$ cat src/inc/spm_map.svh
`ifndef SPM_MAP_SVH
`define SPM_MAP_SVH

// Register byte offsets
`define SPM_OFS_CTRL   8'h00
`define SPM_OFS_DIV    8'h04
`define SPM_OFS_SEL    8'h08
`define SPM_OFS_TX     8'h0C
`define SPM_OFS_START  8'h10
`define SPM_OFS_RX     8'h14
`define SPM_OFS_STATUS 8'h18

// Control register fields
`define SPM_CTRL_EN    0
`define SPM_CTRL_LSB   1
`define SPM_CTRL_CPOL  2
`define SPM_CTRL_CPHA  3
`define SPM_CTRL_AUTO  4
`define SPM_CTRL_IRQEN 5
`define SPM_CTRL_W     6

// Start register fields
`define SPM_START_LEN_LSB 0
`define SPM_START_LEN_MSB 4
`define SPM_START_CONT    8

// Status register fields
`define SPM_STAT_BUSY 0
`define SPM_STAT_DONE 1
`define SPM_STAT_CONT 2

// Reset values
`define SPM_RST_CTRL 6'h00
`define SPM_RST_DIV  8'h00
`define SPM_RST_SEL  3'h0

// Timing
`define SPM_CLK_MHZ       25
`define SPM_MAX_RATE_MBPS 16
`define SPM_RATE_HALF_CYC ((`SPM_CLK_MHZ + 2 * `SPM_MAX_RATE_MBPS - 1) / (2 * `SPM_MAX_RATE_MBPS))
`define SPM_SYNC_HALF_CYC 3

`endif

$ cat src/inc/spm_pkg.sv
package spm_pkg;

  typedef enum logic [3:0] {
    SPM_IDLE  = 4'b0001,
    SPM_LEAD  = 4'b0010,
    SPM_SHIFT = 4'b0100,
    SPM_TRAIL = 4'b1000
  } spm_state_t;

  typedef struct packed {
    logic irq_en;
    logic auto_sel;
    logic cpha;
    logic cpol;
    logic lsb_first;
    logic enable;
  } spm_ctrl_t;

  typedef struct packed {
    logic [4:0] len_m1;
    logic       cont;
  } spm_start_t;

endpackage

$ cat src/core/spm_master.sv
`timescale 1ns/10ps
`default_nettype none
`include "spm_map.svh"

module spm_master #(
  parameter int HALF_MIN = (`SPM_RATE_HALF_CYC > `SPM_SYNC_HALF_CYC) ?
                           `SPM_RATE_HALF_CYC : `SPM_SYNC_HALF_CYC
) (
  input  wire logic        clock,               // Peripheral clock, 25 MHz
  input  wire logic        reset,               // Synchronous, active high
  input  wire logic [7:0]  reg_addr,            // Register byte address
  input  wire logic [31:0] reg_wdata,           // Write data
  input  wire logic        reg_wr,              // Write strobe
  input  wire logic        reg_rd,              // Read strobe
  output logic      [31:0] reg_rdata,           // Read data, cycle after strobe
  output logic             irq,                 // Transfer complete request
  output logic             spi_sclk,            // Serial bit clock
  output logic             spi_mosi,            // Serial data out
  input  wire logic        spi_miso,            // Serial data in
  output logic             slave_select_line_a_n, // Select a, active low
  output logic             slave_select_line_b_n, // Select b, active low
  output logic             slave_select_line_c_n  // Select c, active low
);

  // Below the floor the two-flop data-in path cannot settle before sampling
  if (HALF_MIN < `SPM_SYNC_HALF_CYC || HALF_MIN > 255) begin : g_half_check
    $error("spm_master: HALF_MIN out of range");
  end

  // MSB-first words are moved up so bit len-1 sits at the top
  function automatic logic [31:0] tx_align(input logic [31:0] d, input logic [4:0] lm1,
                                           input logic lsb);
    tx_align = lsb ? d : (d << (5'd31 - lm1));
  endfunction

  // One-bit advance in the chosen direction
  function automatic logic [31:0] tx_step(input logic [31:0] t, input logic lsb);
    tx_step = lsb ? (t >> 1) : (t << 1);
  endfunction

  // Bit that goes on the wire next
  function automatic logic tx_head(input logic [31:0] t, input logic lsb);
    tx_head = lsb ? t[0] : t[31];
  endfunction

  // Sequencer and configuration
  spm_pkg::spm_state_t state_r;
  spm_pkg::spm_state_t state_nxt;
  spm_pkg::spm_ctrl_t  ctrl_r;
  spm_pkg::spm_start_t start_r;
  logic [7:0]  div_r;
  logic [2:0]  sel_pat_r;

  // Staging word, shift registers and received word
  logic [31:0] tx_word_r;
  logic [31:0] tx_sh_r;
  logic [31:0] rx_sh_r;
  logic [31:0] rx_data_r;

  // Bit timing
  logic [7:0]  cnt_r;
  logic [5:0]  edge_r;

  // Registered pin drivers
  logic        sclk_r;
  logic        mosi_r;
  logic [2:0]  sel_n_r;

  // Completion and continuous-mode flags
  logic        done_r;
  logic        cont_r;
  logic        last_r;
  logic        go_r;

  // Data-in synchroniser and read data
  logic        miso_s1_r;
  logic        miso_s2_r;
  logic [31:0] rdata_r;

  // Register decode
  wire wr_ctrl  = reg_wr && (reg_addr == `SPM_OFS_CTRL);
  wire wr_div   = reg_wr && (reg_addr == `SPM_OFS_DIV);
  wire wr_sel   = reg_wr && (reg_addr == `SPM_OFS_SEL);
  wire wr_tx    = reg_wr && (reg_addr == `SPM_OFS_TX);
  wire wr_start = reg_wr && (reg_addr == `SPM_OFS_START);
  wire rd_rx    = reg_rd && (reg_addr == `SPM_OFS_RX);

  // Half period never drops below the synchroniser floor
  wire       en      = ctrl_r.enable;
  wire       lsb     = ctrl_r.lsb_first;
  wire       idle    = (state_r == spm_pkg::SPM_IDLE);
  wire       busy    = !idle;
  wire [7:0] half    = (div_r < 8'(HALF_MIN)) ? 8'(HALF_MIN) : div_r;
  wire       tick    = (cnt_r == half - 8'h01);
  // Edge parity picks sample or drive; phase 1 keeps the preloaded bit on its first edge
  wire [5:0] last_ed = {start_r.len_m1, 1'b1};
  wire       smp_ed  = (edge_r[0] == ctrl_r.cpha);
  wire       drv_ed  = !smp_ed && !(ctrl_r.cpha && (edge_r == 6'h00));

  // Strobes for the shift and trailing phases
  wire       shift_t = (state_r == spm_pkg::SPM_SHIFT) && tick;
  wire       fin     = (state_r == spm_pkg::SPM_TRAIL) && tick;

  // A start write while busy or disabled is dropped; continuous restarts wait for the read
  wire start_ok = wr_start && en && idle;
  wire auto_go  = en && idle && !go_r && (cont_r || last_r) && !done_r;
  wire launch   = en && idle && (go_r || auto_go);

  // Line c is dropped when b is also asked for
  wire [2:0] sel_eff = {sel_pat_r[2] && !sel_pat_r[1], sel_pat_r[1], sel_pat_r[0]};
  wire       sel_on  = en && (!ctrl_r.auto_sel || busy);

  always_comb begin
    state_nxt = state_r;
    case (state_r)
      spm_pkg::SPM_IDLE:  if (launch) state_nxt = spm_pkg::SPM_LEAD;
      spm_pkg::SPM_LEAD:  if (tick) state_nxt = spm_pkg::SPM_SHIFT;
      spm_pkg::SPM_SHIFT: if (tick && edge_r == last_ed) state_nxt = spm_pkg::SPM_TRAIL;
      spm_pkg::SPM_TRAIL: if (tick) state_nxt = spm_pkg::SPM_IDLE;
      default:            state_nxt = spm_pkg::SPM_IDLE;
    endcase
    // Disable overrides everything and drops any transfer in flight
    if (!en) begin
      state_nxt = spm_pkg::SPM_IDLE;
    end
  end

  // Data in comes from another domain, so it is synchronised first
  always_ff @(posedge clock) begin
    miso_s1_r <= spi_miso;
    miso_s2_r <= miso_s1_r;
  end

  always_ff @(posedge clock) begin
    if (reset) begin
      ctrl_r    <= `SPM_RST_CTRL;
      div_r     <= `SPM_RST_DIV;
      sel_pat_r <= `SPM_RST_SEL;
      tx_word_r <= 32'h0000_0000;
      start_r   <= '0;
    end else begin
      // Configuration writes land at the strobe edge
      if (wr_ctrl) ctrl_r <= reg_wdata[`SPM_CTRL_W-1:0];
      if (wr_div) div_r <= reg_wdata[7:0];
      if (wr_sel) sel_pat_r <= reg_wdata[2:0];
      if (wr_tx) tx_word_r <= reg_wdata;
      // Start fields are latched only when the start is accepted
      if (start_ok) begin
        start_r.len_m1 <= reg_wdata[`SPM_START_LEN_MSB:`SPM_START_LEN_LSB];
        start_r.cont   <= reg_wdata[`SPM_START_CONT];
      end
    end
  end

  // Continuous-mode bookkeeping
  // go_r holds an accepted start until the sequencer takes it
  always_ff @(posedge clock) begin
    if (reset || !en) begin
      go_r   <= 1'b0;
      cont_r <= 1'b0;
      last_r <= 1'b0;
    end else begin
      if (start_ok) begin
        go_r   <= 1'b1;
        cont_r <= reg_wdata[`SPM_START_CONT];
      end else if (launch) begin
        go_r <= 1'b0;
      end
      // A stop request is honoured even while busy; last_r arms
      // the single transfer that still follows it
      if (wr_start && cont_r && !reg_wdata[`SPM_START_CONT]) begin
        cont_r <= 1'b0;
        last_r <= 1'b1;
      end else if (launch && !go_r && last_r) begin
        last_r <= 1'b0;
      end
    end
  end

  always_ff @(posedge clock) begin
    if (reset) begin
      state_r <= spm_pkg::SPM_IDLE;
      cnt_r   <= 8'h00;
      edge_r  <= 6'h00;
    end else begin
      // Half-period counter runs only outside idle
      state_r <= state_nxt;
      cnt_r   <= (idle || tick) ? 8'h00 : cnt_r + 8'h01;
      // Edge counter restarts in the lead phase so each transfer counts from zero
      if (state_r == spm_pkg::SPM_LEAD) edge_r <= 6'h00;
      else if (shift_t) edge_r <= edge_r + 6'h01;
    end
  end

  // Shift engine
  always_ff @(posedge clock) begin
    if (reset) begin
      tx_sh_r <= 32'h0000_0000;
      rx_sh_r <= 32'h0000_0000;
      mosi_r  <= 1'b0;
    end else if (launch) begin
      tx_sh_r <= tx_step(tx_align(tx_word_r, start_r.len_m1, lsb), lsb);
      mosi_r  <= tx_head(tx_align(tx_word_r, start_r.len_m1, lsb), lsb);
      // Cleared so short words read back zero-extended
      rx_sh_r <= 32'h0000_0000;
    end else if (shift_t) begin
      if (smp_ed) begin
        rx_sh_r <= lsb ? {miso_s2_r, rx_sh_r[31:1]} : {rx_sh_r[30:0], miso_s2_r};
      end
      // Drive happens on the edge opposite to sampling
      if (drv_ed) begin
        mosi_r  <= tx_head(tx_sh_r, lsb);
        tx_sh_r <= tx_step(tx_sh_r, lsb);
      end
    end
  end

  // Bit clock rests at the polarity level outside the shift phase
  always_ff @(posedge clock) begin
    if (reset) begin
      sclk_r <= 1'b0;
    end else if (state_r != spm_pkg::SPM_SHIFT) begin
      sclk_r <= ctrl_r.cpol;
    end else if (tick) begin
      sclk_r <= !sclk_r;
    end
  end

  always_ff @(posedge clock) begin
    if (reset) begin
      rx_data_r <= 32'h0000_0000;
      done_r    <= 1'b0;
      sel_n_r   <= 3'h7;
    end else begin
      // LSB-first words arrive at the top and are shifted down
      if (fin) begin
        rx_data_r <= lsb ? (rx_sh_r >> (5'd31 - start_r.len_m1)) : rx_sh_r;
      end
      // Set wins over the read clear, so a finishing transfer is never lost
      if (fin) done_r <= 1'b1;
      else if (rd_rx) done_r <= 1'b0;
      // Registered so the selects never glitch between patterns
      sel_n_r <= ~(sel_eff & {3{sel_on}});
    end
  end

  // Unmapped offsets read zero
  wire [31:0] rd_mux =
    (reg_addr == `SPM_OFS_CTRL)   ? {26'h0, ctrl_r} :
    (reg_addr == `SPM_OFS_DIV)    ? {24'h0, div_r} :
    (reg_addr == `SPM_OFS_SEL)    ? {29'h0, sel_pat_r} :
    (reg_addr == `SPM_OFS_TX)     ? tx_word_r :
    (reg_addr == `SPM_OFS_START)  ? {23'h0, start_r.cont, 3'h0, start_r.len_m1} :
    (reg_addr == `SPM_OFS_RX)     ? rx_data_r :
    (reg_addr == `SPM_OFS_STATUS) ? {29'h0, cont_r, done_r, busy} :
                                    32'h0000_0000;

  // Read data stands for one cycle only, then returns to zero
  always_ff @(posedge clock) begin
    if (reset) rdata_r <= 32'h0000_0000;
    else if (reg_rd) rdata_r <= rd_mux;
    else rdata_r <= 32'h0000_0000;
  end

  // Data outputs straight from flip-flops
  assign reg_rdata             = rdata_r;
  // Request is a level of enable and done, cleared by reading the received word
  assign irq                   = ctrl_r.irq_en && done_r;
  assign spi_sclk              = sclk_r;
  assign spi_mosi              = mosi_r;
  assign slave_select_line_a_n = sel_n_r[0];
  assign slave_select_line_b_n = sel_n_r[1];
  assign slave_select_line_c_n = sel_n_r[2];

endmodule

`default_nettype wire

$ cat config.mk
export PLATFORM = sky130hd
export DESIGN_NAME = spm_master
export DESIGN_NICKNAME = d
export VERILOG_FILES = /design/src/inc/spm_pkg.sv /design/src/core/spm_master.sv
export VERILOG_INCLUDE_DIRS = /design/src /design/src/inc
export SDC_FILE = /design/constraint.sdc
export NUM_CORES = 1
export LEC_CHECK = 0
export ABC_AREA = 1
export BUFFER_PORTS_ARGS = -buffer_cell sky130_fd_sc_hd__buf_2
export CAP_MARGIN = 20
export CORE_UTILIZATION = 64
export CTS_BUF_LIST = sky130_fd_sc_hd__clkbuf_8
export DETAILED_ROUTE_END_ITERATION = 10
export PLACE_DENSITY = 0.85
export SYNTH_ARGS = -nofsm -noshare
export SYNTH_HDL_FRONTEND = slang
export SYNTH_SLANG_ARGS = --single-unit
$ cat constraint.sdc
create_clock -name clock -period 3.35 [get_ports clock]
set_clock_uncertainty 0.1 [all_clocks]
set_input_delay 0.67 -clock clock [delete_from_list [all_inputs] [get_ports clock]]
set_output_delay 0.67 -clock clock [all_outputs]
set_load 0.02 [all_outputs]
* Word-level counts from Yosys, hierarchy flattened *
Index checks and enable logic that the tools add are counted.

storage, ports and cells
  register bits after elaboration = 212
  bits in latches = 0
  memory bits (writable) = 0
  ROM bits = 0
  output and inout bits = 38
  logic and storage cells = 151
  memories = 0

cells by class
  $add $sub $neg = 4
  $mul = 0
  divide/modulo/power cells = 0
  magnitude comparators = 1
  equal/unequal tests = 18
  shifts and indexed selects = 2
  mux-type cells = 34
  bitwise gates (word level) = 4
  reductions and logical operators = 59

operators by type and width
  kind                 count
  $mux 32              11
  $shl 32x5->32        1
  $shr 32x5->32        1
  $logic_and 1x1->1    25
  $eq 8x5->1 const B   3
  $mux 8               3
  $eq 8x4->1 const B   2
  $mux 4               4
  $pmux 4 s4           1
  $mux 1               13
  $reduce_bool 2->1    6
  $reduce_or 2->1      6
  $logic_not 1->1      10
  $add 8x1->8 const B  1
  $eq 8x3->1 const B   1
  $eq 8x8->1           1
  $logic_not 8->1      1
  $lt 8x2->1 const B   1
  $sub 8x1->8 const B  1
  $add 6x1->6 const B  1
  $eq 6x6->1           1
  $logic_not 6->1      1
  $mux 6               1
  $logic_or 1x1->1     5
  17 further kinds     21

* Depth between registers and ports, before layout *
Gate-level depths: netlist of run 1.

  depth after elaboration = 11
  gate-level depth with buffers = 21
  mapped depth without buffers = 20

* Worst setup path before layout of run 1 *
OpenSTA, ideal clock, no wires.

  path kind = reg2reg
  start point = register div_r[2]
  end point = register rx_data_r[10]
  arrival = 2.245 ns
  required time = 3.133 ns
  path slack = 0.888 ns
  stages on the path, launching flop included = 19
  period minus slack after synthesis = 2.462 ns
  cell sequence = dfxtp_1 -> nor2_1 -> nand2_1 -> nor2_1 -> nor2_2 -> ha_1 -> xor2_1 -> nand2_1 -> inv_1 -> nand3_1 -> nor2_1 -> nand2_1 -> nor2_4 -> nand2_4 -> nor2_8 -> inv_2 -> buf_2 -> nor3_1 -> nor2_1

on the way
  longest elaborated chain between the ends = 5

RTL lines
  item                      line               RTL
  start: declaration        spm_master.sv:51   logic [7:0] div_r;
  start signal: assignment  spm_master.sv:137  div_r <= `SPM_RST_DIV;
  start signal: assignment  spm_master.sv:144  if (wr_div) div_r <= reg_wdata[7:0];
  $lt 8x2->1                spm_master.sv:93   wire [7:0] half = (div_r < 8'(HALF_MIN)) ? 8'(HALF_MIN) : div_r;
  $mux 8 (*)                spm_master.sv:93
  $sub 8x1->8 (*)           spm_master.sv:94   wire tick = (cnt_r == half - 8'h01);
  $eq 8x8->1 (*)            spm_master.sv:94
  $logic_and 1x1->1 (*)     spm_master.sv:102  wire fin = (state_r == spm_pkg::SPM_TRAIL) && tick;
  end signal: assignment    spm_master.sv:237  rx_data_r <= lsb ? (rx_sh_r >> (5'd31 - start_r.len_m1)) : rx_sh_r;
  end: declaration          spm_master.sv:58   logic [31:0] rx_data_r;

Mark *: on every way between the ends. The rest lies on a longest branch, timed or not.
A chain may end at the register's enable or synchronous reset.

* Worst setup path after layout of run 1 *
  start point = register div_r[0]
  end point = register rx_sh_r[26]

on the way
  longest elaborated chain between the ends = 6

RTL lines
  item                            line               RTL
  $lt 8x2->1                      spm_master.sv:93
  $mux 8 (*)                      spm_master.sv:93
  $sub 8x1->8 (*)                 spm_master.sv:94
  $eq 8x8->1 (*)                  spm_master.sv:94
  $logic_and 1x1->1 (*)           spm_master.sv:101  wire shift_t = (state_r == spm_pkg::SPM_SHIFT) && tick;
  $reduce_and 2->1 (no line) (*)  -
  end signal: assignment          spm_master.sv:208  rx_sh_r <= lsb ? {miso_s2_r, rx_sh_r[31:1]} : {rx_sh_r[30:0], miso_s2_r};
  end: declaration                spm_master.sv:57   logic [31:0] rx_sh_r;

Marked as above.

==> results of run 1 <==
[synth_stat cells, types with 12 or more instances]
cell type | count | area, sq um
a21oi_1 | 165 | 825.8
o211ai_1 | 17 | 127.6
inv_1 | 181 | 679.4
o21ai_1 | 12 | 60.06
nand2_1 | 551 | 2068
nand3_1 | 239 | 1196
dfxtp_1 | 212 | 4244
o21ai_0 | 200 | 1001
buf_1 | 29 | 108.9
nand4_1 | 12 | 75.07
or2_2 | 15 | 93.84
nor3_1 | 15 | 75.07
buf_2 | 23 | 115.1
clkbuf_1 | 81 | 304.0
nor2_1 | 309 | 1160
[layer usage]
metal	up-vias	routed length [um]	track usage (%)
li1	7112	-	-
met1	6557	17390	53.77
met2	906	18190	62.04
met3	149	4623	7.715
met4	0	1647	16.79
met5	-	0	0.5013
[worst paths after layout]
kind | cells past startpoint | slack (ns) | startpoint | endpoint
hold / removal | 1 | 0.15 | spi_miso | miso_s1_r
setup / recovery | 19 | 0.32 | div_r[0] | rx_sh_r[26]
setup reg to reg | 19 | 0.32 | div_r[0] | rx_sh_r[26]
hold reg to reg | 0 | 0.23 | miso_s1_r | miso_s2_r
[state kept, by name, summed over array words and instances, names as in the netlist, 5 cells and up]
signal     flops
edge_r         6
tx_word_r     32
cnt_r          8
tx_sh_r       32
reg_rdata     32
last_ed        5
div_r          8
rx_sh_r       32
rx_data_r     32
[placed cells by master (no fill, tap or decap), drive strengths merged, types with 7 or more instances in the layout]
cell,n
a211oi,10
a21oi,165
a31o,9
a31oi,7
buf,116
clkbuf,46
clkinv,9
dfxtp,212
inv,198
nand2,555
nand3,240
nand4,12
nor2,315
nor3,17
o211ai,17
o21ai,212
or2,15
xor2,10
[worst max-delay path, stage by stage, from the launching register on]
cell,delay (ns)
dfxtp_1,0.46
nand2_1,0.08
nand2_1,0.09
nor2_1,0.07
nor2_2,0.15
ha_1,0.21
nand2_1,0.13
nor2_1,0.14
nand2_1,0.07
nand2_1,0.05
nand2_1,0.05
nor2_1,0.14
nand2_1,0.12
nor2_4,0.18
nand2_4,0.16
nor2_8,0.18
nand2_4,0.24
nand2_1,0.16
inv_1,0.06
nor2_1,0.11
[report_power, final]
part	switching (mW)	internal, mW	total [mW]	leakage [nW]
combinational	0.0887	0.0410	0.130	4.39
clock	1.14	1.48	2.61	0.449
sequential	0.00341	2.52	2.53	1.71
total	1.23	4.04	5.27	6.55
[cells by family after synthesis]
logic type	count (synthesis)
flops	212
mux	6
buf+inv	330
fa+ha+maj	4
compound gates	445
xor+xnor	11
simple gates	1161
[area by class of cell]
class                   instances  area share (%)
inverters                     191           5.011
flip-flops and latches        212           29.73
well taps                     265           2.318
multi-input cells            1627           52.28
repair buffers                116           5.020
clock buffers                  46           4.425
clock inverters                21           1.216
==> impl_metrics.py, run 1 <==
metrics = {
    "run_status": {
        "outcome": "finished clean",
    },
    "synthesis": {
        "synth-async-reset-ratio_pct": 0,
        "ys_types": 48,
        "synth_simple_gate_area_share_pct": 37.33,
        "syn_area_sq_um": 13020,
        "synth_top_family_by_area": "simple AND/OR/NAND/NOR gates",
        "synth_mux_area_share_pct": 0.4612,
        "yosys_register_bits": 212,
        "synth_compound_area_share_pct": 18.50,
        "synth_xor_area_share_pct": 0.7398,
        "ys_warn_count": 0,
        "ys.flop_type": "dfxtp_1",
        "synth_edf_count": 0,
        "syn_area_per_cell_sq_um": 6.004,
        "synthAdderAreaFrac_pct": 0.3843,
        "ys_seq_area_share_pct": 32.59,
        "synth_cells": 2169,
        "syn_nets": 2218,
    },
    "timing": {
        "fin_setup_tns_ns": 0,
        "setup_viol": 0,
        "fin_ws_ns": 0.3217,
        "max_freq_ghz": 0.3302,
        "finalWorstPathRequiredPeriod_ns": 3.028,
        "tightest_slew_ns": 0.7635,
        "holdWs_ns": 0.1487,
        "slew_headroom_pct": 49.05,
        "min_period_over_period_pct": 90.40,
        "rsz0062_at_grt": "false",
        "hold_viol_final": 0,
        "drv_slew": 0,
    },
    "placed_design": {
        "dpl.cell_count": 2410,
        "dpl_cell_area_sq_um": 13460,
        "dp_slack_ns": 0.3753,
        "port_buffers": 82,
        "gp_congestion": 1.004,
        "hpwl_um": 28980,
    },
    "floorplanning": {
        "core_sq_um": 19720,
        "dieArea_sq_um": 20920,
        "die_x_um": 144.6,
        "rows": 51,
        "die_h_um": 144.6,
        "io_pins": 83,
        "initial_utilization_pct": 66.04,
    },
    "worst_setup_path": {
        "cp-end-kind": "flip-flop",
        "crit_fanout": 32,
        "startpoint_type": "flip-flop",
        "crit_required_ns": 3.73,
        "worstSetupPathType": "reg -> reg",
        "crit_arrival_ns": 3.41,
    },
    "grt": {
        "grt_usage_pct": 39.91,
        "grt_max_degree": 102,
        "grt_pass1_vias": 12870,
        "overflow": 0,
        "grt_pass1_wl_um": 65380,
        "antenna_found_initial": 0,
    },
    "cells_and_area": {
        "fin_util_pct": 72.56,
        "antenna_cells": 0,
        "drive_gt1_share_pct": 10.21,
        "fin_area_sq_um": 14310,
        "layout.cells.non_filler": 2478,
        "seqCellArea_sq_um": 4253,
        "final_nets": 2234,
        "fillerInstances": 1726,
        "multi_input_area_sq_um": 7480,
        "syn_to_final_growth_pct": 9.858,
    },
    "clock_tree": {
        "tritoncts": "yes",
        "clk_pin_slew_ns": 0.06,
        "cts_buffer_depth": 3,
        "cts_root_buffer": "clkbuf_8",
        "clk_latency_ns": 0.54,
        "ctsResizeCount": 0,
        "post-cts-setup-buffers": 0,
        "holdBufCountCts": 0,
        "cts_num_sinks": 212,
        "cts_buffers": 37,
        "cts_max_level": 2,
    },
    "power_and_ir_drop": {
        "power.total_mw": 5.270,
        "powerDensity_nw_per_um2": 368.4,
        "vdd_drop_max_mv": 0.4121,
        "p_leak_nw": 6.552,
    },
    "job": {
        "maxCapViolCount": 0,
    },
    "drt": {
        "wl_per_cell_um": 16.89,
        "vias_per_cell": 5.942,
        "via_count": 14720,
        "wl_um": 41850,
        "ant_nets": 0,
        "first_pass_iters": 6,
        "first_iter_violations": 1827,
        "drc": 0,
    },
    "hold_path": {
        "hold_class": "in -> reg",
    },
}
Note: power is estimated with default switching activity, not from simulation.
==> run 2, diff against run 1 <==
--- a/config.mk
+++ b/config.mk
@@ -9,7 +9,9 @@
 export ABC_AREA = 1
 export BUFFER_PORTS_ARGS = -buffer_cell sky130_fd_sc_hd__buf_2
 export CAP_MARGIN = 20
-export CORE_UTILIZATION = 64
+export CELL_PAD_IN_SITES_DETAIL_PLACEMENT = 0
+export CELL_PAD_IN_SITES_GLOBAL_PLACEMENT = 2
+export CORE_UTILIZATION = 34
 export CTS_BUF_LIST = sky130_fd_sc_hd__clkbuf_8
 export DETAILED_ROUTE_END_ITERATION = 10
 export PLACE_DENSITY = 0.85
==> impl_metrics.py, run 2 (same netlist as run 1, synthesis figures left out) <==
metrics = {
    "worst_setup_path": {
        "regToRegSetupSlack_ns": 0.36,
        "crit_buf_inv": 2,
        "crit_arrival_ns": 3.37,
        "cp-end-kind": "flip-flop",
        "crit_fanout": 31,
        "worst_path_max_delay_cell": "dfxtp_1",
        "ff2ff_path_depth": 17,
        "r2r-end": "rx_data_r[12]",
        "worstSetupPathType": "reg -> reg",
        "timing.critical_path.mode_cell": "nor2_1",
        "crit_required_ns": 3.73,
        "startpoint_type": "flip-flop",
        "critPathTopFamily": "simple AND/OR/NAND/NOR gates",
        "slowest_delay_ns": 0.37,
        "worstPathCellList": "nor2_1, nand2_1, nor2_1, nor2_2, ha_1, xor2_1, nand2_1, inv_1, nand3_1, nor2_1, nand2_1, nor2_4, nand2_4, nor2_8, inv_2, nor3_1, nor2_1",
        "r2r_start": "div_r[2]",
    },
    "timing": {
        "min_period_over_period_pct": 89.26,
        "max_freq_ghz": 0.3344,
        "tightest_slew_ns": 0.7622,
        "setup_viol": 0,
        "rsz0062_at_grt": "false",
        "fin_ws_ns": 0.3599,
        "slew_headroom_pct": 48.80,
        "finalWorstPathRequiredPeriod_ns": 2.990,
        "drv_slew": 0,
        "hold_viol_final": 0,
        "fin_setup_tns_ns": 0,
    },
    "grt": {
        "grt_use_met3_pct": 3.611,
        "gr-usage-met1_pct": 31.88,
        "busiest_layer": "met2",
        "grt_max_degree": 102,
        "antenna_found_initial": 0,
        "grt_pass1_wl_um": 77250,
        "overflow": 0,
        "grtUsageMet2_pct": 44.25,
        "grt_pass1_vias": 13560,
        "grt_usage_pct": 25.48,
    },
    "cells_and_area": {
        "fin_util_pct": 38.85,
        "final_cell_mix": "nand2_1 (551), nor2_1 (308), nand3_1 (239)",
        "final_nets": 2243,
        "final_common_cell": "nand2_1",
        "antenna_cells": 0,
        "drive_gt1_share_pct": 10.31,
        "fin_area_sq_um": 14630,
        "syn_to_final_growth_pct": 12.37,
    },
    "hold_path": {
        "hp-start": "spi_miso",
        "min_to": "miso_s1_r",
        "hold_class": "in -> reg",
        "worst_hold_path.num_cells": 1,
    },
    "floorplanning": {
        "rows": 71,
        "initial_utilization_pct": 34.57,
        "io_pins": 83,
        "die_h_um": 197.7,
        "core_sq_um": 37670,
        "dieArea_sq_um": 39090,
        "die_x_um": 197.7,
    },
    "placed_design": {
        "port_buffers": 82,
        "dp_slack_ns": 0.3721,
        "hpwl_um": 35920,
        "gp_congestion": 0.8895,
        "dpl_cell_area_sq_um": 13860,
    },
    "clock_tree": {
        "post-cts-setup-buffers": 0,
        "cts_buffers": 40,
        "cts_max_level": 2,
        "cts_root_buffer": "clkbuf_8",
        "cts_buffer_depth": 3,
        "cts_num_sinks": 212,
        "ctsResizeCount": 0,
        "clk_latency_ns": 0.61,
        "holdBufCountCts": 0,
        "clk_pin_slew_ns": 0.06,
        "tritoncts": "yes",
    },
    "drt": {
        "vias_per_cell": 5.225,
        "drc": 0,
        "first_iter_violations": 1070,
        "first_pass_iters": 8,
        "wl_per_cell_um": 18.27,
        "via_count": 14280,
        "wl_um": 49930,
        "ant_nets": 0,
    },
    "run_status": {
        "outcome": "finished clean",
    },
    "power_and_ir_drop": {
        "vdd_drop_max_mv": 0.2076,
        "powerDensity_nw_per_um2": 353.8,
        "power.total_mw": 5.178,
        "p_leak_nw": 6.586,
    },
    "job": {
        "maxCapViolCount": 0,
    },
}
[run 2: cell types whose count changed in the layout (fill, tap and decap cells not counted)]
cell	before	now
bufinv_16	3	0
inv_1	189	194
buf_6	2	0
clkinvlp_4	2	1
buf_4	29	35
buf_16	1	0
clkinv_2	7	3
inv_6	0	1
clkbuf_8	46	50
buf_12	2	5
[run 2: layout make-up]
| type | instances | area [sq um] |
|---|---|---|
| clock buffers | 50 | 688.2 |
| clock inverters | 19 | 83.83 |
| fillers | 4292 | 23030 |
| inverters | 191 | 716.9 |
| multi-input cells | 1627 | 7480 |
| flip-flops and latches | 212 | 4253 |
| well taps | 511 | 639.4 |
| repair buffers | 122 | 773.2 |
[run 2: where the power goes]
| group | switching, mW | total, mW | internal (mW) | leakage, nW |
|---|---|---|---|---|
| combinational | 0.0891 | 0.130 | 0.0410 | 4.43 |
| sequential | 0.00384 | 2.53 | 2.52 | 1.71 |
| clock | 1.18 | 2.52 | 1.34 | 0.450 |
| total | 1.28 | 5.18 | 3.90 | 6.59 |
[run 2: worst max path at each step]
stage	startpoint	end	slack [ns]	cells after the start
floorplan	div_r[2]	rx_data_r[10]	0.89	18
global placement	div_r[2]	rx_data_r[12]	0.37	17
detailed placement	div_r[2]	rx_data_r[10]	0.37	17
CTS	div_r[2]	rx_data_r[10]	0.35	17
global route	div_r[2]	rx_data_r[23]	0.16	18
finish	div_r[2]	rx_data_r[12]	0.36	17
[run 2: metrics by stage]
stage	std cells	hold WS (ns)
global placement	2663	0.2199
CTS	2732	0.04443
detailed placement	2663	0.2142
global route	2732	0.04641
finish	2732	0.07974
floorplan	2169	0.2096
[run 2: layer usage]
| metal | wire (um) | part of all wire [%] |
|---|---|---|
| met3 | 1926 | 3.9 |
| met2 | 24210 | 48 |
| met1 | 22150 | 44 |
| met5 | 0 | 0 |
| met4 | 1641 | 3.3 |
==> run 3, diff against run 2 <==
--- a/config.mk
+++ b/config.mk
@@ -6,15 +6,14 @@
 export SDC_FILE = /design/constraint.sdc
 export NUM_CORES = 1
 export LEC_CHECK = 0
-export ABC_AREA = 1
 export BUFFER_PORTS_ARGS = -buffer_cell sky130_fd_sc_hd__buf_2
 export CAP_MARGIN = 20
 export CELL_PAD_IN_SITES_DETAIL_PLACEMENT = 0
 export CELL_PAD_IN_SITES_GLOBAL_PLACEMENT = 2
-export CORE_UTILIZATION = 34
+export CORE_UTILIZATION = 42
 export CTS_BUF_LIST = sky130_fd_sc_hd__clkbuf_8
 export DETAILED_ROUTE_END_ITERATION = 10
-export PLACE_DENSITY = 0.85
+export PLACE_DENSITY = 0.89
 export SYNTH_ARGS = -nofsm -noshare
 export SYNTH_HDL_FRONTEND = slang
 export SYNTH_SLANG_ARGS = --single-unit
==> constraint.sdc (replaced) <==
create_clock -name clock -period 3.7 [get_ports clock]
set_clock_uncertainty 0.1 [all_clocks]
set_input_delay 0.74 -clock clock [delete_from_list [all_inputs] [get_ports clock]]
set_output_delay 0.74 -clock clock [all_outputs]
set_load 0.02 [all_outputs]
==> impl_metrics.py, run 3 <==
metrics = {
    "drt": {
        "first_iter_violations": 1181,
        "via_count": 12880,
        "wl_um": 46260,
        "drc": 0,
        "vias_per_cell": 6.462,
        "ant_nets": 0,
        "wl_per_cell_um": 23.21,
        "first_pass_iters": 5,
    },
    "grt": {
        "antenna_found_initial": 0,
        "grt_usage_pct": 28.07,
        "grt_max_degree": 117,
        "grt_pass1_vias": 12190,
        "grt_pass1_wl_um": 72550,
        "overflow": 0,
    },
    "worst_setup_path": {
        "worstSetupPathType": "reg -> reg",
        "cp-end-kind": "flip-flop",
        "crit_arrival_ns": 3.64,
        "crit_required_ns": 4.02,
        "startpoint_type": "flip-flop",
        "crit_fanout": 32,
    },
    "cells_and_area": {
        "syn_to_final_growth_pct": 12.36,
        "fin_area_sq_um": 15030,
        "fillerInstances": 2989,
        "final_cell_mix": "dfxtp_1 (207), nand2_1 (193), a21oi_1 (153)",
        "antenna_cells": 0,
        "drive_gt1_share_pct": 20.91,
        "final_nets": 1615,
        "fin_util_pct": 48.51,
        "final_common_cell": "dfxtp_1",
    },
    "synthesis": {
        "ys_types": 86,
        "syn_area_per_cell_sq_um": 8.681,
        "yosys-top-cells-area": "dfxtp_1 (32%), mux4_2 (10%), mux2i_1 (7.6%)",
        "yosys-top-cells-count": "dfxtp_1 (212), nand2_1 (193), a21oi_1 (153)",
        "synth_edf_count": 0,
        "syn_area_sq_um": 13380,
        "synth.most_common_cell": "dfxtp_1",
        "syn_nets": 1590,
        "synth_mux_area_share_pct": 21.44,
        "synth_compound_area_share_pct": 23.43,
        "synth_cells": 1541,
        "synth-async-reset-ratio_pct": 0,
        "synth_xor_area_share_pct": 1.309,
        "synthAdderAreaFrac_pct": 0.3741,
        "ys_seq_area_share_pct": 31.72,
        "synth_top_area_cell": "dfxtp_1",
        "yosys_register_bits": 212,
        "ys_warn_count": 0,
        "ys.flop_type": "dfxtp_1",
        "synth_simple_gate_area_share_pct": 16.15,
        "synth_top_family_by_area": "compound AO/OA/AOI/OAI gates",
        "yosysTopAreaCellShare_pct": 31.72,
    },
    "floorplanning": {
        "initial_utilization_pct": 43.17,
        "core_sq_um": 30990,
        "die_x_um": 180.5,
        "io_pins": 83,
        "rows": 64,
        "die_h_um": 180.5,
        "dieArea_sq_um": 32570,
    },
    "timing": {
        "holdWs_ns": 0.1819,
        "drv_slew": 0,
        "setup_viol": 0,
        "min_period_over_period_pct": 89.51,
        "finalWorstPathRequiredPeriod_ns": 3.312,
        "fin_setup_tns_ns": 0,
        "hold_viol_final": 0,
        "max_freq_ghz": 0.3019,
        "fin_ws_ns": 0.3880,
        "slew_headroom_pct": 25.92,
        "tightest_slew_ns": 1.096,
        "rsz0062_at_grt": "false",
    },
    "clock_tree": {
        "cts_root_buffer": "clkbuf_8",
        "cts_max_level": 2,
        "cts_buffers": 41,
        "tritoncts": "yes",
        "ctsResizeCount": 0,
        "cts_num_sinks": 212,
        "clk_latency_ns": 0.56,
        "post-cts-setup-buffers": 0,
        "cts_buffer_depth": 3,
        "holdBufCountCts": 0,
        "clk_pin_slew_ns": 0.06,
    },
    "placed_design": {
        "gp_congestion": 0.9465,
        "dp_slack_ns": 0.4171,
        "dpl_cell_area_sq_um": 14110,
        "port_buffers": 82,
        "hpwl_um": 31890,
    },
    "power_and_ir_drop": {
        "powerDensity_nw_per_um2": 333.4,
        "vdd_drop_max_mv": 0.2406,
        "p_leak_nw": 4.906,
    },
    "job": {
        "maxCapViolCount": 0,
    },
    "run_status": {
        "outcome": "finished clean",
    },
    "hold_path": {
        "hold_class": "in -> reg",
    },
}
-- run 3: worst paths after layout --
check / startpoint / slack (ns) / end / cells past startpoint
worst max register to register: div_r[2] / 0.39 / rx_sh_r[27] / 10
worst min-delay path: spi_miso / 0.18 / miso_s1_r / 1
worst min register to register: miso_s1_r / 0.22 / miso_s2_r / 0
worst max-delay path: div_r[2] / 0.39 / rx_sh_r[27] / 10
-- run 3: worst max-delay path: stages (launching register included) --
cell and delay (ns):
dfxtp_1 0.39, nor4_4 0.38, a21oi_2 0.16, ha_1 0.35
xnor2_1 0.14, a21oi_1 0.15, and3_1 0.25, nand2_1 0.39
nor3_2 0.34, buf_4 0.38, a211oi_1 0.13
-- run 3: where the power goes --
group	leakage (nW)	internal (mW)	switching (mW)	total, mW
sequential	1.71	2.28	0.00271	2.29
combinational	2.70	0.0350	0.0901	0.125
clock	0.492	1.51	1.09	2.60
total	4.91	3.83	1.18	5.01
-- run 3: kinds of logic after synthesis --
kind of cell / count (synthesis)
and+or+nand+nor: 473
adders and majority gates: 4
xor gates and xnor gates: 20
AOI/OAI and AO/OA: 459
muxes: 206
DFF: 212
buffers and inverters: 167
-- run 3: final cells by class --
| class | count | area (sq um) | area share (%) |
|---|---|---|---|
| Tap cell | 396 | 495.5 | 3.296 |
| Clock inverter | 21 | 191.4 | 1.274 |
| Inverter | 14 | 52.55 | 0.3496 |
| Timing Repair Buffer | 135 | 885.9 | 5.893 |
| Multi-Input combinational cell | 1162 | 8419 | 56.01 |
| Clock buffer | 53 | 729.5 | 4.853 |
| Sequential cell | 212 | 4258 | 28.33 |
-- run 3: stage by stage --
| stage | std cells | power [mW] |
|---|---|---|
| global route | 1993 | 5.175 |
| finish | 1993 | 5.012 |
| detailed placement | 1919 | 2.459 |
| floorplan | 1541 | 2.401 |
| global placement | 1919 | 2.460 |
| CTS | 1993 | 5.048 |
-- run 3: routing by layer --
| metal | part of all wire (%) | GRT usage [%] |
|---|---|---|
| met3 | 6.4 | 3.537 |
| met5 | 0 | 0 |
| met1 | 45 | 40.02 |
| met2 | 46 | 43.66 |
| met4 | 2.9 | 9.538 |
